### src/gate_drive_pkg.sv
package gate_drive_pkg;
  // Register map
  localparam logic [5:0] ADDR_BRIDGE8_DRIVE_CURRENT = 6'h16;
  localparam logic [5:0] ADDR_LOW_CURRENT_SELECT    = 6'h17;
  localparam logic [7:0] RST_BRIDGE8_DRIVE_CURRENT  = 8'hFF;
  localparam logic [7:0] RST_LOW_CURRENT_SELECT     = 8'h00;
  // Field positions
  localparam int SOURCE_MSB = 7;
  localparam int SOURCE_LSB = 4;
  localparam int SINK_MSB   = 3;
  localparam int SINK_LSB   = 0;
  localparam int NUM_BRIDGES = 8;
  localparam int BRIDGE8_IDX = 7;
  // Current levels in microamperes
  localparam int LEVEL_W = 16;
  typedef logic [LEVEL_W-1:0] level_t;
  typedef enum logic [0:0] {
    TABLE_STANDARD = 1'b0,
    TABLE_ULTRA_LOW = 1'b1
  } table_sel_t;

  function automatic level_t decode_level(input logic [3:0] code,
                                          input table_sel_t tsel);
    level_t std_ua;
    level_t low_ua;
    std_ua = 16'h0000;
    low_ua = 16'h0000;
    unique case (code)
      4'h0: begin std_ua = 16'h01F4; low_ua = 16'h0032; end
      4'h1: begin std_ua = 16'h03E8; low_ua = 16'h006E; end
      4'h2: begin std_ua = 16'h07D0; low_ua = 16'h00AA; end
      4'h3: begin std_ua = 16'h0BB8; low_ua = 16'h00E6; end
      4'h4: begin std_ua = 16'h0FA0; low_ua = 16'h0122; end
      4'h5: begin std_ua = 16'h1388; low_ua = 16'h015E; end
      4'h6: begin std_ua = 16'h1770; low_ua = 16'h019A; end
      4'h7: begin std_ua = 16'h1B58; low_ua = 16'h0258; end
      4'h8: begin std_ua = 16'h1F40; low_ua = 16'h02D5; end
      4'h9: begin std_ua = 16'h2EE0; low_ua = 16'h0352; end
      4'hA: begin std_ua = 16'h3E80; low_ua = 16'h03E8; end
      4'hB: begin std_ua = 16'h4E20; low_ua = 16'h04B0; end
      4'hC: begin std_ua = 16'h5DC0; low_ua = 16'h0578; end
      4'hD: begin std_ua = 16'h7918; low_ua = 16'h0640; end
      4'hE: begin std_ua = 16'hBB80; low_ua = 16'h0708; end
      4'hF: begin std_ua = 16'hF230; low_ua = 16'h08FC; end
    endcase
    return (tsel == TABLE_ULTRA_LOW) ? low_ua : std_ua;
  endfunction
endpackage

### src/drive_level_decode.sv
`timescale 1ns/1ns
module drive_level_decode
  import gate_drive_pkg::*;
(
  // Code and table choice
  input  wire logic [3:0] i_code,
  input  wire logic       i_low_sel,
  // Decoded level in microamperes
  output logic [LEVEL_W-1:0] o_level_ua
);
  always_comb begin
    o_level_ua = decode_level(i_code, table_sel_t'(i_low_sel));
  end
endmodule

### src/gate_drive_current_config.sv
`timescale 1ns/1ns
// How it works
// - Register 0x16 resets to 0xFF and sets half-bridge 8 currents.
// - Bits 7 to 4 of it are the source code, reset all ones.
// - Bits 3 to 0 of it are the sink code, reset all ones.
// - Standard table runs 0.5 mA to 62 mA, 3 mA at code 3.
// - Ultra-low table runs 50 uA to 2.3 mA for the same codes.
// - Register 0x17 resets to zero and holds eight low selects.
// - Bit 7 is half-bridge 1 down to bit 0 for half-bridge 8.
// - Select 0 decodes with standard table, 1 with ultra-low table.
module gate_drive_current_config
  import gate_drive_pkg::*;
(
  // Clock and reset
  input  wire logic               i_ref_clk,
  input  wire logic               i_rst,
  // Register port from the serial interface
  input  wire logic               i_reg_wr,
  input  wire logic [5:0]         i_reg_addr,
  input  wire logic [7:0]         i_reg_wdata,
  output logic      [7:0]         o_reg_rdata,
  output logic                    o_reg_hit,
  // Register fields
  output logic      [3:0]         o_bridge8_source_code,
  output logic      [3:0]         o_bridge8_sink_code,
  output logic      [NUM_BRIDGES-1:0] o_bridge_low_select,
  // Decoded bridge 8 levels
  output logic      [LEVEL_W-1:0] o_bridge8_source_ua,
  output logic      [LEVEL_W-1:0] o_bridge8_sink_ua
);
  logic [7:0] drive_current_reg;
  logic [7:0] drive_current_next;
  logic [7:0] low_select_reg;
  logic [7:0] low_select_next;
  logic       bridge8_low_select;

  // Anchor codes and levels for the checks below
  localparam level_t     LEVEL_STD_BOTTOM = 16'h01F4;
  localparam level_t     LEVEL_STD_THREE  = 16'h0BB8;
  localparam level_t     LEVEL_STD_TOP    = 16'hF230;
  localparam level_t     LEVEL_LOW_BOTTOM = 16'h0032;
  localparam level_t     LEVEL_LOW_TOP    = 16'h08FC;
  localparam logic [3:0] CODE_BOTTOM      = 4'h0;
  localparam logic [3:0] CODE_THREE       = 4'h3;
  localparam logic [3:0] CODE_TOP         = 4'hF;

  always_comb begin
    drive_current_next = drive_current_reg;
    low_select_next    = low_select_reg;
    if (i_reg_wr && i_reg_addr == ADDR_BRIDGE8_DRIVE_CURRENT) begin
      drive_current_next = i_reg_wdata;
    end
    if (i_reg_wr && i_reg_addr == ADDR_LOW_CURRENT_SELECT) begin
      low_select_next = i_reg_wdata;
    end
  end

  always_ff @(posedge i_ref_clk) begin
    if (i_rst) begin
      drive_current_reg <= RST_BRIDGE8_DRIVE_CURRENT;
      low_select_reg    <= RST_LOW_CURRENT_SELECT;
    end else begin
      drive_current_reg <= drive_current_next;
      low_select_reg    <= low_select_next;
    end
  end

  // Combinational read
  always_comb begin
    o_reg_rdata = 8'h00;
    o_reg_hit   = 1'b0;
    unique case (i_reg_addr)
      ADDR_BRIDGE8_DRIVE_CURRENT: begin
        o_reg_rdata = drive_current_reg;
        o_reg_hit   = 1'b1;
      end
      ADDR_LOW_CURRENT_SELECT: begin
        o_reg_rdata = low_select_reg;
        o_reg_hit   = 1'b1;
      end
      default: begin
        o_reg_rdata = 8'h00;
        o_reg_hit   = 1'b0;
      end
    endcase
  end

  // Bit 7 is bridge 1, bit 0 bridge 8; output index n-1 is bridge n
  always_comb begin
    for (int i = 0; i < NUM_BRIDGES; i++) begin
      o_bridge_low_select[i] = low_select_reg[NUM_BRIDGES-1-i];
    end
  end
  assign bridge8_low_select = o_bridge_low_select[BRIDGE8_IDX];

  assign o_bridge8_source_code = drive_current_reg[SOURCE_MSB:SOURCE_LSB];
  assign o_bridge8_sink_code   = drive_current_reg[SINK_MSB:SINK_LSB];

  drive_level_decode u_source_dec (
    .i_code     (o_bridge8_source_code),
    .i_low_sel  (bridge8_low_select),
    .o_level_ua (o_bridge8_source_ua)
  );

  drive_level_decode u_sink_dec (
    .i_code     (o_bridge8_sink_code),
    .i_low_sel  (bridge8_low_select),
    .o_level_ua (o_bridge8_sink_ua)
  );
endmodule

### config.mk
export PLATFORM = sky130hd
export DESIGN_NAME = gate_drive_current_config
export DESIGN_NICKNAME = d
export VERILOG_FILES = /design/src/gate_drive_pkg.sv /design/src/drive_level_decode.sv /design/src/gate_drive_current_config.sv
export SDC_FILE = /design/constraint.sdc
export NUM_CORES = 1
export LEC_CHECK = 0
export BUFFER_PORTS_ARGS = -buffer_cell sky130_fd_sc_hd__buf_2
export CORE_UTILIZATION = 28
export DETAILED_ROUTE_END_ITERATION = 6
export PLACE_DENSITY_LB_ADDON = 0.15
export SLEW_MARGIN = 20
export SYNTH_ARGS = -nofsm -noshare
export SYNTH_HDL_FRONTEND = slang
export SYNTH_SLANG_ARGS = --single-unit
### constraint.sdc
create_clock -name i_ref_clk -period 2.95 [get_ports i_ref_clk]
set_input_delay 0.885 -clock i_ref_clk [delete_from_list [all_inputs] [get_ports i_ref_clk]]
set_output_delay 0.885 -clock i_ref_clk [all_outputs]
set_load 0.01 [all_outputs]
**Word level (Yosys, flattened, before mapping)**

Memory sizes are Yosys's and may differ from the RTL's. A register that Yosys moved wholly into a read port is not among the register bits.
Cells that the tools add are included.

- Bits in latches: 0
- Bits in read-only memories: 832
- Flip-flop bits (word level): 16
- Memory bits (writable): 0
- Output and inout bits: 57
- Memories: 2
- Logic and storage cells: 17

- $lt $le $gt $ge: 0
- Equality and inequality tests: 2
- $add $sub $neg: 0
- Reduce and logical (&&, ||, !) cells: 3
- Multipliers: 0
- Div/mod/pow operators: 0
- Shift-type cells: 0
- Multiplexer cells: 8
- Bitwise logic cells: 0

Memory list:

| name | depth | bits a word | rd ports | clocked after memory_dff | wr ports | line | text |
|---|---|---|---|---|---|---|---|
| (no name shown) | 16 | 26 | 1 | 1 | 0 | gate_drive_pkg.sv:28 | `unique case (code)` |
| (no name shown) | 16 | 26 | 1 | 1 | 0 | gate_drive_pkg.sv:28 |  |

Operator list:

| operator | number |
|---|---|
| 16-bit 2-to-1 mux | 2 |
| 4-bit 2-to-1 mux | 4 |
| 8-bit case mux with 2 select lines | 1 |
| 6-bit by 5-bit == test with 1-bit output, second input constant | 2 |
| 1-bit logical AND | 2 |
| 2-bit OR reduction | 1 |
| 1-bit 2-to-1 mux | 1 |

**Longest topological paths before layout**

- Depth after elaboration: 4
- Mapped depth: 9
- Gate-level depth less buffers: 8

**Modules after synthesis**

From an unflattened synthesis, not the netlist that was laid out.

- Cells, all modules: 297
- Area, all modules: 2,198.4 µm²

By module, submodules not included:

| module | area an instance (µm²) | sequential area each (µm²) | instances | cells an instance |
|---|---|---|---|---|
| gate_drive_current_config | 858.3 | 320.3 | 1 | 93 |
| drive_level_decode at u_sink_dec | 686.9 | 0.0 | 1 | 102 |
| drive_level_decode at u_source_dec | 653.1 | 0.0 | 1 | 102 |

**Worst setup path before layout**

No wires, ideal clock.

- Path kind: input -> register
- From: input port i_reg_addr[3]
- To: register with a tool-made name
- Setup slack: -0.141 ns
- Setup time: 0.122 ns
- Data required time: 2.828 ns
- Stages on the path: 8
- Arrival: 2.969 ns
- Cell sequence: and4b_1 buf_4 a21boi_0 a211oi_1 inv_1 ha_1 a21o_1 a221o_1

RTL lines:

| what | line | text |
|---|---|---|
| from (decl) | gate_drive_current_config.sv:19 | `input wire logic [5:0] i_reg_addr,` |

**Final worst setup path**

- From: input port i_reg_addr[3]
- To: output port o_reg_rdata[4]

- Longest elaborated chain between the ends: 2
- Elaborated cells on any way between the ends: 3

RTL lines:

| what | line | text |
|---|---|---|
| 6-bit by 5-bit == test with 1-bit output | gate_drive_current_config.sv:72 | `unique case (i_reg_addr)` |
| 8-bit case mux with 2 select lines * | gate_drive_current_config.sv:72 |  |
| to (decl) | gate_drive_current_config.sv:21 | `output logic [7:0] o_reg_rdata,` |

Mark *: on every way between the ends. The rest lies on a longest branch, timed or not.

==> impl_metrics.json <==
{
  "rrSetupSlack_ps": 940,
  "core_area_um2": 13200,
  "grt_setup_unrepaired": "no",
  "grt_pass1_vias": 3377,
  "num_rows": 42,
  "die_y_um": 119,
  "finalNetCount": 532,
  "place_hpwl_um": 7790,
  "synth.top_cell.area_share_pct": 35.8,
  "overflow": 0,
  "hold_path_class": "flop to flop",
  "switching_share_pct": 20.9,
  "antenna_found_initial": 0,
  "root_buffer": "clkbuf_16",
  "cts.hold.buffers_added": 0,
  "combPwrFrac_pct": 5.5,
  "syn_area_um2": 3800,
  "pre_cts_ws_ps": -55.0,
  "synth_edf_count": 0,
  "cellInternalPower_mw": 1.86,
  "powerDensity_nw_per_um2": 480,
  "whs_ps": 527,
  "syn_nets": 436,
  "post-route-period-util_pct": 94.4,
  "drtAntennaViolNets": 0,
  "worstMarginPinSlew_ps": 555,
  "startpoint": "i_reg_addr[3]",
  "r2r_start": "drive_current_reg[0]",
  "clockPowerShare_pct": 54.8,
  "cap_violations": 0,
  "drv_slew": 0,
  "setup.worst_path.end_class": "primary output",
  "dieArea_um2": 14100,
  "num_io_pins": 74,
  "status": "completed",
  "clock_path_buffers": 2,
  "cts_sinks": 68,
  "syn_inst": 403,
  "vias_per_cell": 4.84,
  "synth_area_leaders": "dfxtp_1 36%, mux2i_1 11%, mux2_2 8.0%",
  "area_growth_syn_to_layout_pct": 29.0,
  "maxClockFrequency_mhz": 359,
  "crit_arrival_ps": 1900,
  "syn_avg_cell_area_um2": 9.44,
  "io_buffers": 73,
  "finalCriticalPeriod_ps": 2780,
  "yosysWarnings": 0,
  "dr.pass1.iters": 4,
  "critPathMostFrequentCell": "buf_2",
  "seqPwrFrac_pct": 39.7,
  "slowest_delay_ps": 360,
  "setup_viol_count_final": 0,
  "finalHoldViolations": 0,
  "grt_usage_pct": 15.8,
  "dr_total_vias": 3293,
  "cts_buffers": 9,
  "critPathSlowestCell": "and4b_1",
  "power_switching_mw": 0.493,
  "irDropWorstVdd_v": 0.000162,
  "cts_tree": "yes",
  "netlist-cell-type-count": 62,
  "start_util_pct": 28.7,
  "grt_max_degree": 33,
  "n_antenna_cell": 0,
  "async_reset_ff_share_pct": 0,
  "place_congestion": 0.861,
  "setup_ws_ps": 166,
  "yosys.area.top_type": "dfxtp_1",
  "wire_per_inst_um": 15.5,
  "critPathBufInv": 2,
  "wl_um": 10500,
  "p_leak_nw": 2.14,
  "crit_family": "simple AND/OR/NAND/NOR gates",
  "htree_levels": 3,
  "drcViolationCount": 0,
  "ys_seq_area_share_pct": 35.8,
  "synth_flop_cell": "dfxtp_1",
  "drtIter0Drc": 141,
  "critPathCapture": "o_reg_rdata[4]",
  "crit_cells": 5,
  "cp_max_fo": 9,
  "worstSetupPathType": "primary input to primary output",
  "clkTransAtPathRegs_ps": 60,
  "ys_ff_latch": 68,
  "die_w_um": 119,
  "reg2reg_depth": 6,
  "crit_chain": "buf_2 > and4b_1 > nand2b_1 > nor2_1 > buf_2",
  "finalClockSkew_ps": 7.77,
  "critPathLaunchType": "primary input",
  "postCtsSetupBuffers": 0,
  "required_ps": 2070,
  "relSlewSlack_pct": 63.0,
  "grt_pass1_wl_um": 17500,
  "clock_latency_ps": 330,
  "drive_gt1_share_pct": 34.3,
  "cts-resized-gates": 0
}
## synthesized netlist by cell type, types with 3 or more instances
library cell / number
a211oi_1: 8
nand3b_1: 3
a21o_1: 3
mux2_2: 27
buf_4: 5
a21boi_0: 5
clkbuf_1: 12
a2bb2oi_1: 7
nand3_1: 3
or3_1: 3
dfxtp_1: 68
and3_1: 3
nor2_1: 35
inv_1: 18
o21ai_0: 14
buf_2: 8
ha_1: 16
nor3_1: 6
a211oi_4: 3
nand2b_1: 4
nand2_1: 15
buf_6: 3
o21a_1: 3
o22ai_1: 3
mux2i_1: 42
and2_1: 6
a21oi_1: 20
nor2b_1: 13
## worst min path at each step
stage	slack (ps)	startpoint	depth (start not counted)	endpoint
3_5_place_dp	520	low_select_reg[6]	2	low_select_reg[6]
3_3_place_gp	500	low_select_reg[6]	2	low_select_reg[6]
6_report	530	low_select_reg[4]	2	low_select_reg[4]
2_1_floorplan	540	low_select_reg[1]	2	low_select_reg[1]
4_1_cts	530	low_select_reg[6]	2	low_select_reg[6]
5_1_grt	570	low_select_reg[2]	2	low_select_reg[2]
## kinds of logic after synthesis
family | count (synthesis) | share of synthesized area (%)
AND/OR/NAND/NOR | 107 | 15.8
flip-flops | 68 | 35.8
AO/OA/AOI/OAI | 92 | 17.7
adder cells (fa/ha/maj) | 16 | 5.26
buffers and inverters | 51 | 6.41
multiplexers | 69 | 19.0
## layout by cell type (no fill, tap or decap), drive strengths merged, types with 3 or more instances in the layout
cell / instances
clkinv: 3
a2bb2oi: 7
nand2b: 4
a21boi: 7
mux2: 27
nand2: 15
a21o: 3
nor3: 6
or3: 3
o21a: 3
inv: 20
clkbuf: 11
nor2: 36
mux2i: 42
nand3: 3
a21oi: 20
o21ai: 16
dfxtp: 68
nor2b: 13
bufinv: 3
nand3b: 3
o22ai: 3
buf: 115
and3: 3
ha: 16
and2: 6
a211oi: 13
## layer usage
| layer | global-route usage [%] | routed length (um) |
|---|---|---|
| met1 | 22.1 | 5300 |
| met2 | 23.5 | 4380 |
| met3 | 3.62 | 647 |
| met4 | 6.01 | 204 |
| met5 | 0 | 0 |
## per-stage QoR
| stage | setup TNS (ps) | instance area (um^2) | util (%) | std cells | power (mW) |
|---|---|---|---|---|---|
| after CTS | 0 | 4910 | 37.0 | 680 | 2.38 |
| after global routing | 0 | 4910 | 37.0 | 680 | 2.43 |
| after floorplan | 0 | 3810 | - | 403 | 1.03 |
| after detailed placement | -55.0 | 4550 | 34.3 | 664 | 1.08 |
| after global placement | -28.7 | 4550 | 34.3 | 664 | 1.08 |
| final | 0 | 4910 | 37.0 | 680 | 2.35 |
## power groups by stage
stage / logic [mW] / registers (mW) / clock network, mW
5_1_grt: 0.141 / 0.936 / 1.35
3_5_place_dp: 0.130 / 0.955 / 0
4_1_cts: 0.130 / 0.935 / 1.32
2_1_floorplan: 0.0758 / 0.954 / 0
3_3_place_gp: 0.128 / 0.955 / 0
6_report: 0.129 / 0.935 / 1.29
## final cells by class
cell class | instances | area [um^2]
fillers | 1394 | 8340
multi-input cells | 284 | 2200
flip-flops and latches | 68 | 1360
repair buffers | 115 | 681
clock buffers | 11 | 253
well taps | 176 | 220
clock inverters | 5 | 108
inverters | 21 | 80.1
## worst reg2reg max path, stage by stage (launching register included)
cell and delay [ps]:
dfxtp_1 380, a21boi_0 200, a211oi_4 390, clkinv_2 190, ha_1 330, mux2_2 290
o21ai_0 160
Note: power is estimated with default switching activity, not from simulation.
